===== src/verilog/hcrt_pkg.sv =====
// Operation
// - Index selects register reached by data port
// - Total register holds characters per line minus five
// - Display end holds displayed characters minus one
// - Retrace asserts one clock after counter hits retrace start
// - Ports decode colour or mono by select bit
// - Blank end six bits, bit5 from retrace end
package hcrt_pkg;
  localparam logic [15:0] HCRT_IDX_MONO = 16'h03B4;
  localparam logic [15:0] HCRT_IDX_COLOR = 16'h03D4;
  localparam logic [4:0] HCRT_SEL_TOTAL = 5'h00;
  localparam logic [4:0] HCRT_SEL_DEND = 5'h01;
  localparam logic [4:0] HCRT_SEL_BSTART = 5'h02;
  localparam logic [4:0] HCRT_SEL_BEND = 5'h03;
  localparam logic [4:0] HCRT_SEL_RSTART = 5'h04;
  localparam logic [4:0] HCRT_SEL_REND = 5'h05;
  localparam logic [7:0] HCRT_RST_VAL = 8'h00;
  localparam logic [7:0] HCRT_TOTAL_ADJ = 8'h05;
  localparam int HCRT_SKEW_LSB = 5;
  localparam int HCRT_BEND5_BIT = 7;
  localparam int HCRT_IDX_BITS = 5;
endpackage


===== src/verilog/hcrt_if.sv =====
`timescale 1ns/1ps
interface hcrt_if;
  logic [7:0] total;
  logic [7:0] dend;
  logic [7:0] bstart;
  logic [5:0] bend;
  logic [1:0] skew;
  logic [7:0] rstart;
  modport regs (output total, dend, bstart, bend, skew, rstart);
  modport gen (input total, dend, bstart, bend, skew, rstart);
endinterface


===== src/verilog/hcrt_hgen.sv =====
`timescale 1ns/1ps
module hcrt_hgen
  import hcrt_pkg::*;
(
  // System
  input wire logic clk,
  input wire logic rst_b,
  // Timing values
  hcrt_if.gen cfg,
  // Outputs
  output logic [7:0] hcount,
  output logic disp_en,
  output logic hblank,
  output logic hretrace
);
  logic [7:0] line_last;
  logic [2:0] de_pipe_ff;
  logic de_raw;
  logic [7:0] nxt_count;
  logic [7:0] count_ff;
  logic blank_ff;

  // Line is total plus five characters
  assign line_last = 8'(cfg.total + HCRT_TOTAL_ADJ - 8'h01);
  assign nxt_count = (count_ff >= line_last) ? 8'h00 : 8'(count_ff + 8'h01);

  always_ff @(posedge clk or negedge rst_b)
    if (!rst_b)
      count_ff <= 8'h00;
    else
      count_ff <= nxt_count;

  assign de_raw = (count_ff <= cfg.dend);

  // Skew delays enable by whole character clocks
  always_ff @(posedge clk or negedge rst_b)
    if (!rst_b)
      de_pipe_ff <= 3'h0;
    else
      de_pipe_ff <= {de_pipe_ff[1:0], de_raw};

  always_ff @(posedge clk or negedge rst_b)
    if (!rst_b)
      disp_en <= 1'b0;
    else
      disp_en <= (cfg.skew == 2'h0) ? de_raw : de_pipe_ff[cfg.skew - 2'h1];

  // Blank end compares six low bits of count
  always_ff @(posedge clk or negedge rst_b)
    if (!rst_b)
      blank_ff <= 1'b0;
    else if (count_ff == cfg.bstart)
      blank_ff <= 1'b1;
    else if (count_ff[5:0] == cfg.bend)
      blank_ff <= 1'b0;

  always_ff @(posedge clk or negedge rst_b)
    if (!rst_b)
      hretrace <= 1'b0;
    else
      hretrace <= (count_ff == cfg.rstart);

  assign hblank = blank_ff;
  assign hcount = count_ff;

  retrace_hit_a: assert property (@(posedge clk) disable iff (!rst_b)
    count_ff == cfg.rstart |=> hretrace)
    else $error("retrace not raised at start count");
  blank_start_a: assert property (@(posedge clk) disable iff (!rst_b)
    count_ff == cfg.bstart |=> hblank)
    else $error("blank not raised at start count");
  line_wrap_a: assert property (@(posedge clk) disable iff (!rst_b)
    count_ff >= line_last |=> count_ff == 8'h00)
    else $error("counter did not wrap");
  skew_zero_a: assert property (@(posedge clk) disable iff (!rst_b)
    cfg.skew == 2'h0 && $stable(cfg.skew) |=> disp_en == $past(de_raw))
    else $error("unskewed enable wrong");
  disp_width_a: assert property (@(posedge clk) disable iff (!rst_b)
    count_ff > cfg.dend && cfg.skew == 2'h0 |=> !disp_en)
    else $error("enable past display end");
  blank_end_a: assert property (@(posedge clk) disable iff (!rst_b)
    count_ff[5:0] == cfg.bend && count_ff != cfg.bstart |=> !hblank)
    else $error("blank not cleared at end count");
  wrap_c: cover property (@(posedge clk) disable iff (!rst_b)
    count_ff == 8'h00 ##1 count_ff == 8'h01);
  retr_c: cover property (@(posedge clk) disable iff (!rst_b) hretrace);
  skew_c: cover property (@(posedge clk) disable iff (!rst_b)
    cfg.skew == 2'h3 && disp_en);
endmodule // hcrt_hgen


===== src/verilog/hcrt_top.sv =====
`timescale 1ns/1ps
module hcrt_top
  import hcrt_pkg::*;
(
  // System
  input wire logic clk,
  input wire logic rst_b,
  // Host I/O port
  input wire logic [15:0] io_addr,
  input wire logic io_wr,
  input wire logic io_rd,
  input wire logic [7:0] io_wdata,
  output logic [7:0] io_rdata,
  output logic io_hit,
  // Emulation select and retrace end bit 7 source
  input wire logic color_emul,
  input wire logic bend_bit5,
  // Display timing
  output logic [7:0] hcount,
  output logic disp_en,
  output logic hblank,
  output logic hretrace
);
  hcrt_if cfg_if ();
  logic rst_s1_ff, rst_s2_ff;
  logic [7:0] index_ff;
  logic [7:0] total_ff, dend_ff, bstart_ff, bend_ff, rstart_ff;
  logic [15:0] base;
  logic idx_hit, dat_hit;
  logic [7:0] sel_val;

  // Reset released synchronously to avoid split release
  always_ff @(posedge clk or negedge rst_b)
    if (!rst_b)
    begin
      rst_s1_ff <= 1'b0;
      rst_s2_ff <= 1'b0;
    end
    else
    begin
      rst_s1_ff <= 1'b1;
      rst_s2_ff <= rst_s1_ff;
    end

  assign base = color_emul ? HCRT_IDX_COLOR : HCRT_IDX_MONO;
  assign idx_hit = (io_addr == base);
  assign dat_hit = (io_addr == 16'(base + 16'h0001));
  assign io_hit = (io_wr | io_rd) & (idx_hit | dat_hit);

  always_ff @(posedge clk or negedge rst_s2_ff)
    if (!rst_s2_ff)
      index_ff <= HCRT_RST_VAL;
    else if (io_wr && idx_hit)
      index_ff <= {3'h0, io_wdata[HCRT_IDX_BITS-1:0]};

  // Data port write reaches indexed register
  always_ff @(posedge clk or negedge rst_s2_ff)
    if (!rst_s2_ff)
    begin
      total_ff <= HCRT_RST_VAL;
      dend_ff <= HCRT_RST_VAL;
      bstart_ff <= HCRT_RST_VAL;
      bend_ff <= HCRT_RST_VAL;
      rstart_ff <= HCRT_RST_VAL;
    end
    else if (io_wr && dat_hit)
      unique case (index_ff[4:0])
        HCRT_SEL_TOTAL: total_ff <= io_wdata;
        HCRT_SEL_DEND: dend_ff <= io_wdata;
        HCRT_SEL_BSTART: bstart_ff <= io_wdata;
        HCRT_SEL_BEND: bend_ff <= io_wdata;
        HCRT_SEL_RSTART: rstart_ff <= io_wdata;
        default: ;
      endcase

  always_comb
  begin
    unique case (index_ff[4:0])
      HCRT_SEL_TOTAL: sel_val = total_ff;
      HCRT_SEL_DEND: sel_val = dend_ff;
      HCRT_SEL_BSTART: sel_val = bstart_ff;
      HCRT_SEL_BEND: sel_val = bend_ff;
      HCRT_SEL_RSTART: sel_val = rstart_ff;
      default: sel_val = 8'h00;
    endcase
  end

  // Read data registered, valid cycle after strobe
  always_ff @(posedge clk or negedge rst_s2_ff)
    if (!rst_s2_ff)
      io_rdata <= 8'h00;
    else if (io_rd && idx_hit)
      io_rdata <= index_ff;
    else if (io_rd && dat_hit)
      io_rdata <= sel_val;

  assign cfg_if.total = total_ff;
  assign cfg_if.dend = dend_ff;
  assign cfg_if.bstart = bstart_ff;
  assign cfg_if.bend = {bend_bit5, bend_ff[4:0]};
  assign cfg_if.skew = bend_ff[HCRT_SKEW_LSB+1:HCRT_SKEW_LSB];
  assign cfg_if.rstart = rstart_ff;

  hcrt_hgen u_hgen (
    .clk(clk),
    .rst_b(rst_s2_ff),
    .cfg(cfg_if.gen),
    .hcount(hcount),
    .disp_en(disp_en),
    .hblank(hblank),
    .hretrace(hretrace)
  );

  index_store_a: assert property (@(posedge clk) disable iff (!rst_s2_ff)
    io_wr && idx_hit |=> index_ff == {3'h0, $past(io_wdata[4:0])})
    else $error("index not stored");
  port_decode_a: assert property (@(posedge clk) disable iff (!rst_s2_ff)
    color_emul && io_addr == 16'h03B5 |-> !dat_hit)
    else $error("mono data port hit in colour mode");
  mono_decode_a: assert property (@(posedge clk) disable iff (!rst_s2_ff)
    !color_emul && io_addr == 16'h03D5 |-> !dat_hit)
    else $error("colour data port hit in mono mode");
  // Unmatched writes must not disturb the selector
  refused_wr_a: assert property (@(posedge clk) disable iff (!rst_s2_ff)
    io_wr && !idx_hit && !dat_hit |=> index_ff == $past(index_ff))
    else $error("index changed by unmatched write");
  rdata_zero_a: assert property (@(posedge clk) disable iff (!rst_s2_ff)
    io_rd && dat_hit && index_ff[4:0] > HCRT_SEL_RSTART
      |=> io_rdata == 8'h00)
    else $error("unused index read not zero");
  total_write_a: assert property (@(posedge clk) disable iff (!rst_s2_ff)
    io_wr && dat_hit && index_ff[4:0] == HCRT_SEL_TOTAL
      |=> total_ff == $past(io_wdata))
    else $error("total register not written");
  wr_c: cover property (@(posedge clk) disable iff (!rst_s2_ff)
    io_wr && idx_hit ##1 io_wr && dat_hit);
endmodule // hcrt_top


===== config.mk =====
export PLATFORM = sky130hd
export DESIGN_NAME = hcrt_top
export DESIGN_NICKNAME = d
export VERILOG_FILES = /design/src/verilog/hcrt_pkg.sv /design/src/verilog/hcrt_if.sv /design/src/verilog/hcrt_hgen.sv /design/src/verilog/hcrt_top.sv
export SDC_FILE = /design/constraint.sdc
export NUM_CORES = 1
export LEC_CHECK = 0
export BUFFER_PORTS_ARGS = -buffer_cell sky130_fd_sc_hd__clkbuf_2
export CAP_MARGIN = 20
export CORE_MARGIN = 3
export CORE_UTILIZATION = 63
export DETAILED_ROUTE_END_ITERATION = 6
export GPL_TIMING_DRIVEN = 0
export PLACE_DENSITY = 0.95
export SLEW_MARGIN = 20
export SYNTH_ARGS = -nofsm -noshare
export SYNTH_HDL_FRONTEND = slang
export SYNTH_HIERARCHICAL = 1
export SYNTH_SLANG_ARGS = --single-unit

===== constraint.sdc =====
create_clock -name clk -period 6.46 [get_ports clk]
set_clock_uncertainty 0.1 [all_clocks]
set_input_delay 0.646 -clock clk [delete_from_list [all_inputs] [get_ports clk]]
set_output_delay 0.646 -clock clk [all_outputs]
set_load 0.02 [all_outputs]

==> flow_summary.ini, run 1 <==
[sta]
tightest_slew_ns = 0.842
max_freq_mhz = 346
rsz0062_at_grt = no
tns_ns = 0
relSlewSlack_pct = 43.4
setup_viol = 0
hold_violations = 0
fin_crit_ns = 2.89
period_share_pct = 44.7
drv_slew = 0

[synth]
syn_area_sq_mm = 0.00391
synthXorXnorAreaFrac_pct = 7.16
synth_top_family_by_area = multiplexers
synthAdderAreaFrac_pct = 6.08
synth_mux_area_share_pct = 19.2
synth_cells = 323
synth-seq-area-share_pct = 44.1
netlist_top_cells_area = dfrtp_1 44%, mux2_2 15%, ha_1 6.1%
synth_top_area_share_pct = 44.1
yosysUniqueCellTypes = 50
synth_seq_cells = 69
syn_avg_cell_area_sq_um = 12.1
synthFlopType = dfrtp_1
synth-compound-area-share_pct = 8.76
ys_warn_count = 6
syn-num-nets = 372
synthSimpleGateAreaFrac_pct = 11.2
yosysTopAreaCell = dfrtp_1
synth_edf_count = 0
synthArstFlopShare_pct = 100

[cts]
ctsHoldBuffers = 1
cts_made_buffers = 9
path_clk_slew_ns = 0.08
clockBufferDepth = 2
htree_levels = 3
clkSinkCount = 69
cts_setup_buffers = 0
insertion_delay_ns = 0.36
cts_root_buf = clkbuf_8
cts_tree = built
cts_resized = 0

[pwr]
power_leakage_nw = 2.12
ir_worst_vdd_uv = 245
power_density_mw_per_mm2 = 263

[drt]
finalWirelength_um = 9610
wl_per_cell_um = 20.7
drc_errors = 0
first_iter_violations = 177
final_antenna_net_count = 0
viasPerCell = 6.48
firstDrtPassIters = 4
num_vias = 3005

[run]
max_cap_violations = 0

[worst_setup_path]
cp.arrival_ns = 2.14
start_kind = primary input
crit_path_end_kind = primary output
cp_max_fo = 5
crit_type = primary input to primary output
cp.required_ns = 5.71
r2r_setup_slack_ns = 3.77

[finish]
fillers = 354
multi_input_area_sq_mm = 0.00206
drive_gt1_share_pct = 37.3
regArea_sq_mm = 0.00173
instances_no_fill = 464
syn_to_final_growth_pct = 15.4
nNetsFinal = 433
n_antenna_cell = 0

[floorplanning]
die-area_sq_mm = 0.00719
die_x_um = 84.8
num_rows = 28
core_area_sq_mm = 0.00596
initial_core_util_pct = 65.7
die_y_um = 84.8
pin_count = 50

[placed_design]
place_inst = 447
io_buffer_count = 48
detailed_place_hpwl_um = 7010
gp_congestion = 0.850

[status]
status = finished, final reports clean

[hold_path]
hold_class = flip-flop to async pin

[global_routing]
grt_use_total_pct = 28.2
grt_pass1_wl_um = 15600
antenna_found_initial = 0
gr-total-overflow = 0
grt_pass1_vias = 3092
grt_max_degree = 55
-- area by class of cell --
type	count	share of cell area (%)
inverter	19	1.58
multi-input combinational	221	45.6
clock buffer	9	2.74
buffer	14	1.36
tap	75	2.08
sequential	69	38.3
clock inverter	7	2.19
timing repair buffer	50	6.15
-- critical path, stage by stage --
cell,delay [ns]
clkbuf_2,0.08
or4_4,0.55
a2111o_4,0.55
nor2_1,0.13
clkbuf_2,0.17
-- state kept, by name, summed over array words and instances, names as in the netlist, 3 cells and up --
name               cells
u_hgen/hcount          8
bend_ff                8
u_hgen/de_pipe_ff      3
index_ff               5
bstart_ff              8
cfg_if.rstart          8
io_rdata               8
cfg_if.total           8
cfg_if.dend            8
-- logic make-up (layout without fill, tap and decap cells) --
group / Yosys count / in the layout
AO/OA/AOI/OAI: 42 / 42
XOR/XNOR: 32 / 32
multiplexers: 61 / 61
AND/OR/NAND/NOR: 66 / 66
other: 1 / 1
flip-flops: 69 / 69
buffers and inverters: 33 / 99
adder cells (fa/ha/maj): 19 / 19
-- Yosys cell counts, types with 2 or more instances --
| cell type | count |
|---|---|
| dfrtp_1 | 69 |
| mux2_2 | 52 |
| xnor2_1 | 23 |
| ha_1 | 19 |
| inv_1 | 19 |
| nor2_1 | 14 |
| nand3_1 | 11 |
| nand4_1 | 11 |
| xor2_1 | 9 |
| a21oi_1 | 7 |
| clkbuf_1 | 7 |
| buf_2 | 6 |
| mux4_2 | 6 |
| o22ai_1 | 6 |
| a32oi_1 | 5 |
| nand2_1 | 5 |
| and3_1 | 4 |
| nor4_4 | 4 |
| o21ai_0 | 4 |
| a211oi_1 | 3 |
| mux2i_1 | 3 |
| a21o_1 | 2 |
| a32o_1 | 2 |
| and2_1 | 2 |
| and4_1 | 2 |
| nor3_1 | 2 |
| o211ai_1 | 2 |
| or3b_2 | 2 |
-- placed cells by master, fill, tap and decap left out, types with 2 or more instances in the layout --
master     instances
a211oi_1           3
a21o_1             2
a21oi_1            7
a32o_1             2
a32oi_1            5
and2_1             2
and3_1             4
and4_1             2
buf_2              6
bufinv_16          2
clkbuf_1           7
clkbuf_2          49
clkbuf_8           9
clkinv_4           2
dfrtp_1           68
ha_1              19
inv_1             19
mux2_2            52
mux2i_1            3
mux4_2             6
nand2_1            5
nand3_1           11
nand4_1           11
nor2_1            14
nor3_1             2
nor4_4             4
o211ai_1           2
o21ai_0            4
o22ai_1            6
or3b_2             2
xnor2_1           23
xor2_1             9
-- metrics by stage --
step	instance area [sq um]	util (%)	power, mW	hold slack [ns]	worst slack, ns
final	4520	75.8	1.19	0.0842	3.57
after global routing	4520	75.8	1.23	0.106	3.55
after CTS	4510	75.7	1.18	0.0923	3.42
after detailed placement	4280	71.8	0.789	0.0848	3.29
after global placement	4250	71.3	0.764	0.236	3.32
after floorplan	3910	-	0.694	0.231	3.65
-- report_power, final --
| part | internal [mW] | total, mW | switching [mW] |
|---|---|---|---|
| registers | 0.463 | 0.485 | 0.0223 |
| logic | 0.121 | 0.302 | 0.181 |
| clock network | 0.219 | 0.400 | 0.181 |
-- worst paths after layout --
| path | from | endpoint | depth (start not counted) |
|---|---|---|---|
| worst max-delay path | io_addr[1] | io_hit | 5 |
| worst min-delay path | rst_s2_ff | io_rdata[0] | 0 |
| worst max register to register | index_ff[0] | cfg_if.rstart[1] | 5 |
| worst min register to register | rst_s2_ff | io_rdata[0] | 0 |
| max in group asynchronous | rst_s2_ff | u_hgen/hcount[3] | 1 |
| min in group clk | rst_s1_ff | rst_s2_ff | 0 |
-- per-layer routing --
metal | up-vias | share of wire, % | track usage [%]
li1 | 1315 | - | -
met1 | 1530 | 40 | 36.1
met2 | 127 | 50 | 45.6
met3 | 33 | 7.0 | 6.28
met4 | 0 | 3.3 | 13.2
met5 | - | 0 | 0
(Power assumes the default switching activity.)
==> run 2, diff against run 1 <==
--- a/config.mk
+++ b/config.mk
@@ -8,10 +8,10 @@
 export BUFFER_PORTS_ARGS = -buffer_cell sky130_fd_sc_hd__clkbuf_2
 export CAP_MARGIN = 20
 export CORE_MARGIN = 3
-export CORE_UTILIZATION = 63
+export CORE_UTILIZATION = 52
 export DETAILED_ROUTE_END_ITERATION = 6
 export GPL_TIMING_DRIVEN = 0
-export PLACE_DENSITY = 0.95
+export PLACE_DENSITY = 0.87
 export SLEW_MARGIN = 20
 export SYNTH_ARGS = -nofsm -noshare
 export SYNTH_HDL_FRONTEND = slang
==> constraint.sdc (replaced) <==
create_clock -name clk -period 2.4 [get_ports clk]
set_clock_uncertainty 0.1 [all_clocks]
set_input_delay 0.24 -clock clk [delete_from_list [all_inputs] [get_ports clk]]
set_output_delay 0.24 -clock clk [all_outputs]
set_load 0.02 [all_outputs]
==> run 2 against run 1 <==
- worst setup slack got worse by 3.5 ns
- non-clock buffer count up 6
- wire length grew 4.7%
- largest power group unchanged
- cell count rose by 5.8%
==> flow_summary.ini, run 2 (same netlist as run 1, synthesis figures left out) <==
[pwr]
ir_worst_vdd_uv = 362
swShare_pct = 33.6
power_density_mw_per_mm2 = 680
power_frac_clock_pct = 32.0
pwr-share-comb_pct = 25.9
p_sw_mw = 1.05
power_frac_seq_pct = 42.1
power_leakage_nw = 2.14
p_int_mw = 2.06
fin_total_pwr_mw = 3.11

[floorplanning]
num_rows = 30
initial_core_util_pct = 55.4
die-area_sq_mm = 0.00860
core_area_sq_mm = 0.00706
die_x_um = 92.7
die_y_um = 92.7
pin_count = 50

[sta]
tightest_slew_ns = 0.728
drv_slew = 0
rsz0062_at_grt = no
setup_viol = 0
relSlewSlack_pct = 51.1
max_freq_mhz = 427
fin_crit_ns = 2.34
period_share_pct = 97.5
hold_violations = 0

[drt]
first_iter_violations = 233
num_vias = 2983
firstDrtPassIters = 5
viasPerCell = 6.08
wl_per_cell_um = 20.5
drc_errors = 0
finalWirelength_um = 10100
final_antenna_net_count = 0

[cts]
path_clk_slew_ns = 0.09
clkSinkCount = 69
insertion_delay_ns = 0.35
cts_made_buffers = 9
cts_tree = built
htree_levels = 3
cts_root_buf = clkbuf_8
clockBufferDepth = 2

[worst_setup_path]
path_buf_inv = 1
crit_path_max_incr_delay_ns = 0.61
cp_max_fo = 8
cp.arrival_ns = 2.46
cp.required_ns = 2.52
critical-path-slowest-cell = nor4_4
crit_path_end_kind = flip-flop
crit_path_cell_trace = clkbuf_2, or4_4, a2111o_4, nor4_4, mux2_2
crit_type = primary input to flip-flop
critPathTopFamily = simple AND/OR/NAND/NOR gates
start_kind = primary input

[finish]
n_antenna_cell = 0
final_util_pct = 64.8
syn_to_final_growth_pct = 16.8
drive_gt1_share_pct = 38.2
instances_no_fill = 491
layout_commonest_cell = dfrtp_1
final_cell_mix = 68 x dfrtp_1, 52 x mux2_2, 49 x clkbuf_2, 23 x xnor2_1
nNetsFinal = 439

[placed_design]
place_inst = 468
io_buffer_count = 48
detailed_place_hpwl_um = 7180
gp_congestion = 0.932

[status]
status = finished, final reports clean

[global_routing]
gr-total-overflow = 0
grt_pass1_vias = 3096
grt_use_total_pct = 23.9
antenna_found_initial = 0
grt_pass1_wl_um = 15900
grt_max_degree = 42

[run]
max_cap_violations = 0

[hold_path]
hold_class = primary input to flip-flop
[run 2: worst paths after layout]
kind	from	slack [ns]	to	cells past startpoint
min in group asynchronous	rst_b	0.10	rst_s2_ff	2
max in group asynchronous	rst_s2_ff	1.50	cfg_if.total[3]	1
worst max register to register	index_ff[1]	0.13	io_rdata[3]	5
worst min-delay path	io_wdata[7]	0.08	cfg_if.dend[7]	2
worst max-delay path	io_addr[1]	0.06	bstart_ff[2]	5
worst min register to register	rst_s2_ff	0.15	io_rdata[1]	0
[run 2: repair_timing]
item / in CTS / in global routing
hold buffers: 1 / 0
resized for setup: 2 / 0
pin swaps: 3 / 4
setup buffers: 4 / 2
hold endpoints to repair: 2 / 0
gates cloned: 0 / 0
endpoints found under the setup margin: 24 / 27
[run 2: power groups by stage]
stage	Sequential, mW	Combinational (mW)	Clock (mW)
floorplan	1.39	0.478	0
global placement	1.34	0.722	0
detailed placement	1.33	0.782	0
CTS	1.31	0.796	1.00
global route	1.32	0.883	1.05
finish	1.31	0.805	0.996
[run 2: worst register-to-register path, stage by stage (launching register included)]
cell and delay (ns):
dfrtp_1 0.52, clkbuf_1 0.53, mux4_2 0.41, a32oi_1 0.23
o22ai_1 0.10, mux2_2 0.27
[run 2: layer usage]
layer | vias to the layer above | GRT usage, % | part of all wire (%)
li1 | 1328 | - | -
met1 | 1489 | 30.2 | 41
met2 | 134 | 40.4 | 50
met3 | 32 | 3.49 | 5.6
met4 | 0 | 11.4 | 3.7
met5 | - | 0 | 0
[run 2: layout make-up]
cell class / count / area [sq um]
Clock buffer: 9 / 124
Fill cell: 557 / 2490
Timing Repair Buffer: 56 / 315
Multi-Input combinational cell: 221 / 2070
Buffer: 14 / 61.3
Clock inverter: 7 / 80.1
Sequential cell: 69 / 1730
Inverter: 19 / 71.3
Tap cell: 96 / 120
[run 2: through the flow]
stage | setup slack [ns] | setup TNS (ns) | hold slack (ns) | instance area, sq um
6_report | 0.0590 | 0 | 0.0826 | 4570
2_1_floorplan | 0.0173 | 0 | -0.156 | 3910
3_3_place_gp | -0.479 | -43.88 | -0.0746 | 4270
5_1_grt | 0.00539 | 0 | 0.0921 | 4570
3_5_place_dp | -0.487 | -13.44 | -0.0712 | 4300
4_1_cts | 0.0211 | 0 | 0.0628 | 4560
==> run 3, diff against run 2 <==
==> constraint.sdc (replaced) <==
create_clock -name clk -period 2.05 [get_ports clk]
set_clock_uncertainty 0.1 [all_clocks]
set_input_delay 0.205 -clock clk [delete_from_list [all_inputs] [get_ports clk]]
set_output_delay 0.205 -clock clk [all_outputs]
set_load 0.02 [all_outputs]
==> run 3 against run 2 <==
- the flow now finishes with violations (negative setup slack)
- via count rose by 4.9%
- first-iteration DRC count grew 50%
- total power is 26% higher
- cell count grew 2.2%
- wire length grew 9.9%
- register-to-register slack lost 0.18 ns
- count of clock-buffer cells in the layout stayed put
- core utilization increased by 5.0 points
- largest cell class unchanged
- highest routed layer unchanged
==> flow_summary.ini, run 3 (same netlist as run 1, synthesis figures left out) <==
[status]
violations = negative setup slack
status = finished, violations left

[finish]
drive_gt1_share_pct = 43.6
final_area_sq_mm = 0.00492
n_antenna_cell = 0
layout_commonest_cell = dfrtp_1
final_cell_mix = 67 x dfrtp_1, 50 x clkbuf_2, 30 x mux2_4, 23 x xnor2_1, 22 x mux2_2
syn_to_final_growth_pct = 25.8
nNetsFinal = 450

[global_routing]
gr-total-overflow = 0
antenna_found_initial = 0
grt_pass1_wl_um = 16400
grt_pass1_vias = 3130
grt_use_total_pct = 25.0
grt_max_degree = 59

[floorplanning]
initial_core_util_pct = 55.4
num_rows = 30
die-area_sq_mm = 0.00860
die_x_um = 92.7
core_area_sq_mm = 0.00706
die_y_um = 92.7
pin_count = 50

[sta]
tns_ns = -0.455
drv_slew = 0
fin_ws_ns = -0.0514
max_freq_mhz = 476
rsz0062_at_grt = yes
hold_violations = 0
period_share_pct = 103
hold_ws_ns = 0.0202
fin_crit_ns = 2.10
setup_viol = 15

[worst_setup_path]
start_kind = flip-flop
timing.rr.start = cfg_if.total[3]
cp.required_ns = 2.22
cp.arrival_ns = 2.27
crit_path_end_kind = flip-flop
crit_type = flip-flop to flip-flop
cp_max_fo = 8
startpoint = cfg_if.total[3]

[hold_path]
hold_class = primary input to flip-flop
min_from = io_rd

[cts]
cts_made_buffers = 9
clkSinkCount = 69
cts_root_buf = clkbuf_8
htree_levels = 3
path_clk_slew_ns = 0.08
cts_tree = built
insertion_delay_ns = 0.38
clockBufferDepth = 2

[drt]
finalWirelength_um = 11100
first_iter_violations = 350
wl_met2_um = 5470
firstDrtPassIters = 5
drt-met1-wl_um = 4280
num_vias = 3130
routed.top_layer = met4
final_antenna_net_count = 0
viasPerCell = 6.24
met3WireLength_um = 941
drc_errors = 0
wl_per_cell_um = 22.0

[pwr]
power_leakage_nw = 2.27
power_density_mw_per_mm2 = 795
ir_worst_vdd_uv = 464

[placed_design]
place_area_sq_mm = 0.00436
io_buffer_count = 48
detailed_place_hpwl_um = 6880
gp_congestion = 0.882

[run]
max_cap_violations = 0
## run 3: cell types whose count changed in the layout (fill, tap and decap cells not counted), moves of 3 or more
cell / delta
buf_4: +9
buf_6: +5
clkbuf_1: -4
clkinv_4: +3
inv_6: -4
mux2_2: -30
mux2_4: +30
## run 3: report_power, final
part / switching (mW) / leakage [nW] / internal [mW] / total, mW
clock: 0.571 / 0.120 / 0.813 / 1.38
combinational: 0.587 / 1.21 / 0.417 / 1.00
sequential: 0.0684 / 0.938 / 1.46 / 1.53
## run 3: worst max-delay path, stage by stage, from the launching register on
cell	delay [ns]
dfrtp_1	0.41
and3_4	0.22
nand3_2	0.09
xor2_1	0.16
ha_1	0.32
and4_1	0.23
o21ai_2	0.08
o31ai_4	0.18
buf_6	0.16
nor2_1	0.06
## run 3: through the flow
stage	cells	setup slack [ns]	util [%]	total power, mW
floorplan	323	-0.278	-	2.19
global placement	467	-0.608	61.4	2.41
detailed placement	468	-0.676	61.8	2.47
CTS	499	-0.0277	68.2	3.88
global route	502	-0.153	69.8	4.07
finish	502	-0.0514	69.8	3.91
## run 3: path summary, 6_finish.rpt
kind                                     to  slack (ns)  depth (start not counted)
max reg2reg                u_hgen/hcount[4]       -0.05                          9
min                             io_rdata[6]        0.02                          3
max in group asynchronous     u_hgen/hblank        1.24                          1
min in group asynchronous         rst_s2_ff        0.04                          2
max                        u_hgen/hcount[4]       -0.05                          9
min reg2reg                     io_rdata[0]        0.07                          0
## run 3: layer usage
metal  GRT usage [%]  vias to the layer above
met3            6.26                       42
li1                -                     1346
met1            32.8                     1560
met4            7.81                        0
met2            40.9                      182
met5               0                        -
## run 3: final cells by class
| cell class | count | area, sq um |
|---|---|---|
| Fill cell | 468 | 2130 |
| Timing Repair Buffer | 69 | 457 |
| Clock buffer | 9 | 124 |
| Clock inverter | 7 | 124 |
| Tap cell | 96 | 120 |
| Sequential cell | 69 | 1730 |
| Multi-Input combinational cell | 221 | 2220 |
| Inverter | 19 | 73.8 |
| Buffer | 12 | 71.3 |
## run 3: repair_timing
action                                  4_1_cts  5_1_grt
hold endpoints to repair                      2        0
cloned                                        0        0
hold buffers                                  1        0
buffers inserted                             15        4
gates resized for setup                      16       28
endpoints found under the setup margin       53       51
pin swaps                                     9       10
